<file path="src/include/timer40_regs.svh">
// Register offsets, field positions, reset values and divider counts for timer 40
`ifndef TIMER40_REGS_SVH
`define TIMER40_REGS_SVH

// ----------------------------------------
// Register offsets
// ----------------------------------------
`define TIMER40_MODE_ADDR 16'hff56
`define CARRIER_CTRL_ADDR 16'hff57
`define T40_COUNT_ADDR 16'hff58

// ----------------------------------------
// Reset values and writable masks
// ----------------------------------------
`define TIMER40_MODE_RESET 8'h00
`define CARRIER_CTRL_RESET 8'h00
`define TIMER40_MODE_MASK 8'hbf
`define CARRIER_CTRL_MASK 8'h07

// ----------------------------------------
// Field positions
// ----------------------------------------
`define T40_ENABLE_BIT 7
`define T40_RESERVED_BIT 6
`define T40_CLOCK_SEL_LSB 3
`define T40_MODE_LSB 1
`define T40_OUT_ENABLE_BIT 0

// ----------------------------------------
// Count clock selection codes
// ----------------------------------------
`define CLK_SEL_SYS 3'h0
`define CLK_SEL_SYS_DIV4 3'h1
`define CLK_SEL_EXT 3'h2
`define CLK_SEL_EXT_DIV2 3'h3
`define CLK_SEL_EXT_DIV4 3'h4
`define CLK_SEL_EXT_DIV8 3'h5

// ----------------------------------------
// Divider counts
// ----------------------------------------
`define SYS_DIV4_LAST 2'h3
`define EXT_DIV2_MASK 3'h1
`define EXT_DIV4_MASK 3'h3
`define EXT_DIV8_MASK 3'h7

`endif

</file>
<file path="src/include/timer40_pkg.sv">
// Types shared by the timer 40 control and carrier output logic
package timer40_pkg;

  // ----------------------------------------
  // Register layouts
  // ----------------------------------------
  typedef struct packed {
    logic t40_count_enable;
    logic reserved;
    logic [2:0] t40_clock_sel;
    logic [1:0] t40_mode;
    logic timer_output_enable;
  } mode_ctrl_type;

  typedef struct packed {
    logic [4:0] reserved;
    logic remote_level_select;
    logic next_output_data_buffer;
    logic output_data_bit;
  } carrier_ctrl_type;

  // ----------------------------------------
  // Operating modes and carrier phase
  // ----------------------------------------
  typedef enum logic [3:0] {
    MODE_DISCRETE = 4'h1,
    MODE_CASCADE = 4'h2,
    MODE_CARRIER = 4'h4,
    MODE_PWM = 4'h8
  } op_mode_type;

  typedef enum logic [1:0] {
    PHASE_LOW = 2'h1,
    PHASE_HIGH = 2'h2
  } phase_type;

endpackage : timer40_pkg

</file>
<file path="src/design/count_clock_select.sv">
// Count clock tick generator: system clock prescaler and synchronised timer input
`timescale 1ns/1ps
`include "timer40_regs.svh"

module count_clock_select (
  input wire logic clk_i,
  input wire logic reset_i,
  input wire logic run_i,
  input wire logic [2:0] clock_sel_i,
  input wire logic timer_input_pin_i,
  output logic tick_o
);

  logic sync_a;
  logic sync_b;
  logic pin_prev;
  logic [1:0] sys_div;
  logic [2:0] ext_div;
  logic next_sync_a;
  logic next_sync_b;
  logic next_pin_prev;
  logic [1:0] next_sys_div;
  logic [2:0] next_ext_div;
  logic ext_edge;

  // ----------------------------------------
  // Tick selection
  // ----------------------------------------
  always_comb begin
    ext_edge = sync_b & ~pin_prev;
    next_sync_a = timer_input_pin_i;
    next_sync_b = sync_a;
    next_pin_prev = sync_b;
    next_sys_div = run_i ? sys_div + 2'h1 : 2'h0;
    next_ext_div = ext_div;
    if (!run_i) begin
      next_ext_div = 3'h0;
    end else if (ext_edge) begin
      next_ext_div = ext_div + 3'h1;
    end
    unique case (clock_sel_i)
      `CLK_SEL_SYS: tick_o = run_i;
      `CLK_SEL_SYS_DIV4: tick_o = run_i & (sys_div == `SYS_DIV4_LAST);
      `CLK_SEL_EXT: tick_o = run_i & ext_edge;
      `CLK_SEL_EXT_DIV2: tick_o = run_i & ext_edge & ((ext_div & `EXT_DIV2_MASK) == `EXT_DIV2_MASK);
      `CLK_SEL_EXT_DIV4: tick_o = run_i & ext_edge & ((ext_div & `EXT_DIV4_MASK) == `EXT_DIV4_MASK);
      `CLK_SEL_EXT_DIV8: tick_o = run_i & ext_edge & ((ext_div & `EXT_DIV8_MASK) == `EXT_DIV8_MASK);
      default: tick_o = 1'b0;
    endcase
  end

  always_ff @(posedge clk_i or posedge reset_i) begin
    if (reset_i) begin
      sync_a <= 1'b0;
      sync_b <= 1'b0;
      pin_prev <= 1'b0;
      sys_div <= 2'h0;
      ext_div <= 3'h0;
    end else begin
      sync_a <= next_sync_a;
      sync_b <= next_sync_b;
      pin_prev <= next_pin_prev;
      sys_div <= next_sys_div;
      ext_div <= next_ext_div;
    end
  end
endmodule : count_clock_select

</file>
<file path="src/design/timer_output_stage.sv">
// Timer output pin driver: selects carrier, level or square wave and gates by enable
`timescale 1ns/1ps

module timer_output_stage (
  input wire logic clk_i,
  input wire logic reset_i,
  input timer40_pkg::op_mode_type mode_i,
  input wire logic out_enable_i,
  input wire logic data_bit_i,
  input wire logic remote_i,
  input wire logic carrier_i,
  input wire logic square_i,
  output logic pin_o,
  output logic oe_o
);

  logic next_pin;
  logic level;

  // ----------------------------------------
  // Output level
  // ----------------------------------------
  always_comb begin
    unique case (mode_i)
      timer40_pkg::MODE_CARRIER: level = data_bit_i & (remote_i | carrier_i);
      timer40_pkg::MODE_PWM: level = carrier_i;
      timer40_pkg::MODE_DISCRETE, timer40_pkg::MODE_CASCADE: level = square_i;
      default: level = 1'b0;
    endcase
    next_pin = out_enable_i & level;
  end

  always_ff @(posedge clk_i or posedge reset_i) begin
    if (reset_i) begin
      pin_o <= 1'b0;
      oe_o <= 1'b0;
    end else begin
      pin_o <= next_pin;
      oe_o <= out_enable_i;
    end
  end
endmodule : timer_output_stage

</file>
<file path="src/design/timer40_control_carrier_output.sv">
// Timer 40 mode control, counter, carrier generator and output data control
`timescale 1ns/1ps
`include "timer40_regs.svh"

// How it works
// - Count enable low clears counter 40 and, in cascade, counter 30 too
// - Count enable high starts counting, and starts timer 30 in cascade
// - In cascade, timer 30 own enable is ignored; timer 40 enable rules
// - Clock select bits 5..3 pick system, system/4, external, external/2/4/8
// - Mode decoded from timer 30 and timer 40 mode pairs; others prohibited, but all other pairs decode to discrete
// - Bit 0 enables the timer output onto the pin
// - Mode register takes bit or byte writes, resets to 00H
// - Data bit one: carrier pulse, or steady high when remote bit set
// - Data bit zero: output low and carrier clock stopped
// - Buffered data bit copies into data bit on timer 30 match rising edge
// - Software writes to data bit only land while output disabled
// - Buffered data bit is lost when the carrier generator stops
// - Carrier control register resets to 00H
// - External clock choices come from the timer input pin
// - Low compare sets low width in carrier and PWM modes
// - High compare sets high width and raises interrupt on match
module timer40_control_carrier_output (
  input wire logic clk_i,
  input wire logic reset_i,
  input wire logic [15:0] addr_i,
  input wire logic [7:0] wdata_i,
  input wire logic write_i,
  input wire logic read_i,
  input wire logic bit_write_i,
  input wire logic [2:0] bit_sel_i,
  input wire logic bit_value_i,
  output logic [7:0] rdata_o,
  input wire logic [1:0] t30_mode_i,
  input wire logic t30_count_enable_i,
  input wire logic timer30_match_i,
  input wire logic timer_input_pin_i,
  input wire logic [7:0] timer40_low_compare_i,
  input wire logic [7:0] timer40_high_compare_i,
  output logic timer_output_pin_o,
  output logic timer_output_oe_o,
  output logic [7:0] timer40_counter_o,
  output logic timer40_irq_o,
  output logic t30_run_o,
  output logic t30_clear_o,
  output logic carrier_clock_o
);

  // ----------------------------------------
  // Helpers
  // ----------------------------------------
  function automatic timer40_pkg::op_mode_type decode_mode(input logic [1:0] t30,
                                                           input logic [1:0] t40);
    timer40_pkg::op_mode_type m;
    unique case ({t30, t40})
      4'h5: m = timer40_pkg::MODE_CASCADE;
      4'h3: m = timer40_pkg::MODE_CARRIER;
      4'h2: m = timer40_pkg::MODE_PWM;
      default: m = timer40_pkg::MODE_DISCRETE;
    endcase
    return m;
  endfunction : decode_mode

  function automatic logic hit(input logic [7:0] count, input logic [7:0] compare);
    return count == compare;
  endfunction : hit

  timer40_pkg::mode_ctrl_type mode_ctrl;
  timer40_pkg::carrier_ctrl_type carrier_ctrl;
  timer40_pkg::mode_ctrl_type next_mode_ctrl;
  timer40_pkg::carrier_ctrl_type next_carrier_ctrl;
  timer40_pkg::op_mode_type mode;
  timer40_pkg::phase_type phase;
  timer40_pkg::phase_type next_phase;
  logic match_prev;
  logic run_prev;
  logic carrier_run;
  logic match_rise;
  logic [7:0] next_rdata;
  logic [7:0] mode_bits;
  logic [7:0] next_counter;
  logic next_irq;
  logic next_square;
  logic square;
  logic next_t30_run;
  logic next_t30_clear;
  logic next_carrier_clock;
  logic tick;
  logic mode_write;
  logic carrier_write;

  assign mode = decode_mode(t30_mode_i, mode_ctrl.t40_mode);
  assign carrier_run = mode_ctrl.t40_count_enable && mode == timer40_pkg::MODE_CARRIER;
  assign match_rise = timer30_match_i & ~match_prev;
  assign mode_write = write_i && addr_i == `TIMER40_MODE_ADDR;
  assign carrier_write = write_i && addr_i == `CARRIER_CTRL_ADDR;

  // ----------------------------------------
  // Register file
  // ----------------------------------------
  always_comb begin
    next_mode_ctrl = mode_ctrl;
    next_carrier_ctrl = carrier_ctrl;
    mode_bits = mode_ctrl;
    if (mode_write) begin
      next_mode_ctrl = timer40_pkg::mode_ctrl_type'(wdata_i & `TIMER40_MODE_MASK);
    end else if (bit_write_i && addr_i == `TIMER40_MODE_ADDR) begin
      mode_bits[bit_sel_i] = bit_value_i;
      next_mode_ctrl = timer40_pkg::mode_ctrl_type'(mode_bits & `TIMER40_MODE_MASK);
    end
    if (run_prev && !carrier_run) begin
      next_carrier_ctrl.next_output_data_buffer = 1'b0;
    end
    if (carrier_write) begin
      next_carrier_ctrl.remote_level_select = wdata_i[2];
      next_carrier_ctrl.next_output_data_buffer = wdata_i[1];
      if (!mode_ctrl.timer_output_enable) begin
        next_carrier_ctrl.output_data_bit = wdata_i[0];
      end
    end
    if (match_rise) begin
      next_carrier_ctrl.output_data_bit = carrier_ctrl.next_output_data_buffer;
    end
    next_carrier_ctrl.reserved = 5'h00;
    unique case (1'b1)
      read_i && addr_i == `TIMER40_MODE_ADDR: next_rdata = mode_ctrl;
      read_i && addr_i == `T40_COUNT_ADDR: next_rdata = timer40_counter_o;
      default: next_rdata = 8'h00;
    endcase
  end

  always_ff @(posedge clk_i or posedge reset_i) begin
    if (reset_i) begin
      mode_ctrl <= timer40_pkg::mode_ctrl_type'(`TIMER40_MODE_RESET);
      carrier_ctrl <= timer40_pkg::carrier_ctrl_type'(`CARRIER_CTRL_RESET);
      match_prev <= 1'b0;
      run_prev <= 1'b0;
      rdata_o <= 8'h00;
    end else begin
      mode_ctrl <= next_mode_ctrl;
      carrier_ctrl <= next_carrier_ctrl;
      match_prev <= timer30_match_i;
      run_prev <= carrier_run;
      rdata_o <= next_rdata;
    end
  end

  // ----------------------------------------
  // Count clock
  // ----------------------------------------
  count_clock_select u_clock_select (
    .clk_i(clk_i),
    .reset_i(reset_i),
    .run_i(mode_ctrl.t40_count_enable),
    .clock_sel_i(mode_ctrl.t40_clock_sel),
    .timer_input_pin_i(timer_input_pin_i),
    .tick_o(tick)
  );

  // ----------------------------------------
  // Counter and carrier phase
  // ----------------------------------------
  always_comb begin
    next_counter = timer40_counter_o;
    next_phase = phase;
    next_irq = 1'b0;
    next_square = square;
    next_t30_run = (mode == timer40_pkg::MODE_CASCADE) ?
                   mode_ctrl.t40_count_enable : t30_count_enable_i;
    next_t30_clear = (mode == timer40_pkg::MODE_CASCADE) &&
                     !mode_ctrl.t40_count_enable;
    if (!mode_ctrl.t40_count_enable) begin
      next_counter = 8'h00;
      next_phase = timer40_pkg::PHASE_LOW;
    end else if (tick) begin
      next_counter = timer40_counter_o + 8'h01;
      unique case (mode)
        timer40_pkg::MODE_CARRIER, timer40_pkg::MODE_PWM: begin
          if (phase == timer40_pkg::PHASE_LOW) begin
            if (hit(timer40_counter_o, timer40_low_compare_i)) begin
              next_counter = 8'h00;
              next_phase = timer40_pkg::PHASE_HIGH;
            end
          end else if (hit(timer40_counter_o, timer40_high_compare_i)) begin
            next_counter = 8'h00;
            next_phase = timer40_pkg::PHASE_LOW;
            next_irq = 1'b1;
          end
        end
        timer40_pkg::MODE_CASCADE: begin
          if (hit(timer40_counter_o, timer40_low_compare_i) && timer30_match_i) begin
            next_counter = 8'h00;
            next_irq = 1'b1;
          end
        end
        timer40_pkg::MODE_DISCRETE: begin
          if (hit(timer40_counter_o, timer40_low_compare_i)) begin
            next_counter = 8'h00;
            next_irq = 1'b1;
            next_square = ~square;
          end
        end
      endcase
    end
    next_carrier_clock = (phase == timer40_pkg::PHASE_HIGH) &&
                         (mode != timer40_pkg::MODE_CARRIER ||
                          carrier_ctrl.output_data_bit);
  end

  always_ff @(posedge clk_i or posedge reset_i) begin
    if (reset_i) begin
      timer40_counter_o <= 8'h00;
      phase <= timer40_pkg::PHASE_LOW;
      timer40_irq_o <= 1'b0;
      square <= 1'b0;
      t30_run_o <= 1'b0;
      t30_clear_o <= 1'b0;
      carrier_clock_o <= 1'b0;
    end else begin
      timer40_counter_o <= next_counter;
      phase <= next_phase;
      timer40_irq_o <= next_irq;
      square <= next_square;
      t30_run_o <= next_t30_run;
      t30_clear_o <= next_t30_clear;
      carrier_clock_o <= next_carrier_clock;
    end
  end

  // ----------------------------------------
  // Output pin
  // ----------------------------------------
  timer_output_stage u_output_stage (
    .clk_i(clk_i),
    .reset_i(reset_i),
    .mode_i(mode),
    .out_enable_i(mode_ctrl.timer_output_enable),
    .data_bit_i(carrier_ctrl.output_data_bit),
    .remote_i(carrier_ctrl.remote_level_select),
    .carrier_i(phase == timer40_pkg::PHASE_HIGH),
    .square_i(square),
    .pin_o(timer_output_pin_o),
    .oe_o(timer_output_oe_o)
  );
endmodule : timer40_control_carrier_output

</file>
<file path="config.mk">
export PLATFORM = sky130hd
export DESIGN_NAME = timer40_control_carrier_output
export DESIGN_NICKNAME = d
export VERILOG_FILES = /design/src/include/timer40_pkg.sv /design/src/design/count_clock_select.sv /design/src/design/timer_output_stage.sv /design/src/design/timer40_control_carrier_output.sv
export VERILOG_INCLUDE_DIRS = /design/src /design/src/include
export SDC_FILE = /design/constraint.sdc
export NUM_CORES = 1
export LEC_CHECK = 0
export BUFFER_PORTS_ARGS = -buffer_cell sky130_fd_sc_hd__buf_2
export CORE_MARGIN = 10
export CORE_UTILIZATION = 51
export DETAILED_ROUTE_END_ITERATION = 10
export GPL_TIMING_DRIVEN = 0
export PLACE_DENSITY = 0.79
export SYNTH_ARGS = -nofsm -noshare
export SYNTH_HDL_FRONTEND = slang
export SYNTH_SLANG_ARGS = --single-unit
</file>
<file path="constraint.sdc">
create_clock -name clk_i -period 2.61 [get_ports clk_i]
set_input_delay 0.3915 -clock clk_i [delete_from_list [all_inputs] [get_ports clk_i]]
set_output_delay 0.3915 -clock clk_i [all_outputs]
set_load 0.005 [all_outputs]
</file>
==> results.txt <==
----------------------------------------------------
[Status]
  Status ... complete, no violations

[Clock tree]
  Library cell used as clock root buffer ... sky130_fd_sc_hd__clkbuf_8
  TritonCTS Buffers ... 5
  CTS H-tree lvls ... 2
  Number of clock sinks ... 45
  Maximum buffer depth of the clock tree ... 2
  Clock Latency Late Sink ... ~0.30 ns
  Number of instances resized during post-cts repair ... 0
  CTS tree ... yes
  Clock slew seen by the registers of the worst setup and hold paths ... 0.08 ns
  Number of hold-repair buffers added at the cts stage ... 0
  Count of buffers added by post-CTS timing repair for setup ... 0

[Placement]
  RD Place Congestion ... 0.830
  DPL Wire Length ... 4840 um
  Count of input and output buffers ... 72

[Synth]
  Number of register bits inferred by synthesis ... between 40 and 50
  Total number of yosys warnings ... 0
  Gate Count Post-Synth ... 238
  Library cell occupying the most area in the post-synthesis netlist ... sky130_fd_sc_hd__dfrtp_1
  Post-Synthesis Net Count ... approximately 300
  Mean post-synth cell area ... 10.5 um2
  Synth cell types ... 56
  Area share of the leading cell type in the synthesized netlist ... 44.3%
  Sequential fraction of the synthesis area ... a little under half
  Share of flip-flops with an asynchronous set or reset ... 100%
  Number of flops mapped to enable cells by yosys ... 0
  Most frequently used flop master after synthesis ... sky130_fd_sc_hd__dfrtp_1
  Post-Synthesis Cell Area ... 2490 um2
  Leading post-synthesis cells by cell area ... sky130_fd_sc_hd__dfrtp_1, sky130_fd_sc_hd__xnor2_1, sky130_fd_sc_hd__a21oi_1

[Route]
  WL/cell ... 16.2 um
  Pre-Repair DR Iteration Count ... 4
  Initial detailed-routing violation count ... between 100 and 150
  Number of vias per cell ... 5.60
  Detailed Route WL ... 6260 um
  Overall via count from detail_route ... 2160
  Post-detailed-route DRC marker count ... 0
  Post-route ant nets ... 0

[STA]
  Setup repair after global routing missed its margin ... no
  Setup TNS ... 0 ns
  Slew at the pin with the worst max-slew slack ... approximately 1.1 ns
  Share of the cycle needed by the critical path after routing ... 91.0%
  Time the final worst path needs with I/O delays and setup ... 2.37 ns
  Number of failing hold endpoints at the final stage ... 0
  Max transition margin ... 23.5%
  Highest clock rate ... 421 MHz
  Count of final setup violators ... 0
  Final max-slew violation count ... 0
  Max Clock Skew ... 0.00315 ns

[Worst setup path]
  Crit path DAT ... 2.55 ns
  Required time of the critical path ... 2.79 ns
  Flop-to-flop setup slack ... 0.24 ns
  Worst reg2reg path startpoint ... timer40_counter_o[7]
  Maximum fanout encountered on the critical timing path ... 7
  R2r endpoint ... timer40_counter_o[2]
  Worst Reg-to-Reg Cells ... 6
  Crit path launch type ... flop
  Category of the worst setup path capture point ... flop
  Critical path origin ... timer40_counter_o[7]
  Type of the worst setup path ... reg -> reg

[Layout]
  Share of final-layout standard cells stronger than drive strength 1 ... 33.9%
  Total Nets Final ... 376
  # diodes ... 0
  Layout overhead on the synthesized area ... 22.0%
  Most common cell after layout, fill and taps aside ... sky130_fd_sc_hd__buf_2
  Commonest non-fill, non-tap cells in the layout ... sky130_fd_sc_hd__buf_2, sky130_fd_sc_hd__dfrtp_1, sky130_fd_sc_hd__xnor2_1, sky130_fd_sc_hd__a21oi_1, sky130_fd_sc_hd__nand2_1

[Global route]
  Maximum number of pins on one net before global-route repair ... 27
  Vias in the first global route ... 2195
  Number of antenna violations at the first check in global routing ... 0
  First-pass GRT wire length ... between 10000 and 15000 um
  Global router's overall resource usage ... 15.1%
  Total congestion overflow ... 0

[Floorplanning]
  Width of the die ... 89.8 um
  Starting Density ... 52.7%
  Die outline area ... 8070 um2
  IO Pins ... 76
  Site row count ... 25
  Die Height ... 89.8 um
  Area of the core ... 4720 um2

[Power]
  Total power ... 1.23 mW
  Leakage Power ... 1.44 nW
  Power density normalized to cell area ... 405 nW/um2
  Worst IR drop on VDD ... 0.295 mV

[Min path]
  Hold Path Class ... in -> async

[Flow run]
  Maximum capacitance violations ... 0

----------------------------------------------------
[how the worst max path moves through the flow]
stage                      endpoint  slack, ns  depth (start not counted)
3_5_place_dp   timer40_counter_o[2]       0.27                          6
2_1_floorplan  timer40_counter_o[3]       0.67                          8
5_1_grt        timer40_counter_o[2]       0.08                          6
3_3_place_gp   timer40_counter_o[5]       0.28                          6
4_1_cts        timer40_counter_o[2]       0.25                          6
6_report       timer40_counter_o[2]       0.24                          6
[area by class of cell]
| cell class | count | area [um2] |
|---|---|---|
| Inverter | 5 | 18.8 |
| Timing Repair Buffer | 73 | 380 |
| Clock inverter | 2 | 10.0 |
| Fill cell | 390 | 1690 |
| Buffer | 16 | 95.1 |
| Clock buffer | 6 | 72.6 |
| Sequential cell | 45 | 1130 |
| Multi-Input combinational cell | 172 | 1250 |
| Tap cell | 67 | 83.8 |
[cells by family (layout without fill, tap and decap cells)]
| family | count (synthesis) | after routing | synth area share (%) |
|---|---|---|---|
| AO/OA/AOI/OAI | 53 | 53 | 15.2 |
| XOR/XNOR | 19 | 19 | 6.69 |
| buffers and inverters | 21 | 102 | 4.58 |
| adder cells (fa/ha/maj) | 4 | 4 | 2.01 |
| AND/OR/NAND/NOR | 84 | 84 | 21.1 |
| flip-flops | 45 | 45 | 45.3 |
| multiplexers | 12 | 12 | 5.08 |
[where the power goes]
group | internal, mW | leakage [nW] | switching (mW)
sequential | 0.702 | 0.612 | 0.00218
combinational | 0.0531 | 0.786 | 0.0575
clock | 0.186 | 0.0450 | 0.229
[worst max-delay path, cell delays in order (launching register included)]
cell and delay (ns):
sky130_fd_sc_hd__dfrtp_1 0.35, sky130_fd_sc_hd__clkbuf_1 0.31, sky130_fd_sc_hd__xnor2_1 0.17, sky130_fd_sc_hd__nand4_1 0.18, sky130_fd_sc_hd__nor3_1 0.74, sky130_fd_sc_hd__nor3_2 0.18
sky130_fd_sc_hd__a221o_1 0.34
[metrics by stage]
step | cells | hold slack [ns] | instance area (um2) | utilization (%) | setup WS (ns)
after global routing | 386 | 0.128 | 3030 | 64.2 | 0.0803
after CTS | 386 | 0.103 | 3030 | 64.2 | 0.246
final | 386 | 0.0945 | 3030 | 64.2 | 0.236
after detailed placement | 378 | 0.340 | 2950 | 62.5 | 0.268
after global placement | 377 | 0.333 | 2930 | 62.1 | 0.281
after floorplan | 238 | 0.331 | 2490 | - | 0.672
[cells in the mapped netlist, types with 6 or more instances]
library cell	count
sky130_fd_sc_hd__buf_2	7
sky130_fd_sc_hd__mux2i_1	7
sky130_fd_sc_hd__nor4_1	6
sky130_fd_sc_hd__nor2_1	8
sky130_fd_sc_hd__xnor2_1	17
sky130_fd_sc_hd__nand3_1	8
sky130_fd_sc_hd__nand2b_1	6
sky130_fd_sc_hd__nand2_1	12
sky130_fd_sc_hd__dfrtp_1	44
sky130_fd_sc_hd__nor2b_1	8
sky130_fd_sc_hd__o22ai_1	8
sky130_fd_sc_hd__a21oi_1	17
sky130_fd_sc_hd__a32o_1	7
[per-layer routing]
layer | wire length [um] | up-vias | GRT usage, %
met5 | 0 | - | 0
met4 | 39 | 0 | 2.83
met3 | 530 | 4 | 4.57
met2 | 2910 | 86 | 25.1
met1 | 2780 | 1034 | 18.9
li1 | - | 1036 | -
[registers in the layout, indices dropped and copies added, names as in the netlist, 2 cells and up]
name and cells:
u_clock_select.sys_div 2, mode_ctrl 7, rdata_o 8, phase 2, u_clock_select.ext_div 3, carrier_ctrl 3
timer40_counter_o 8
(Power assumes the default switching activity.)
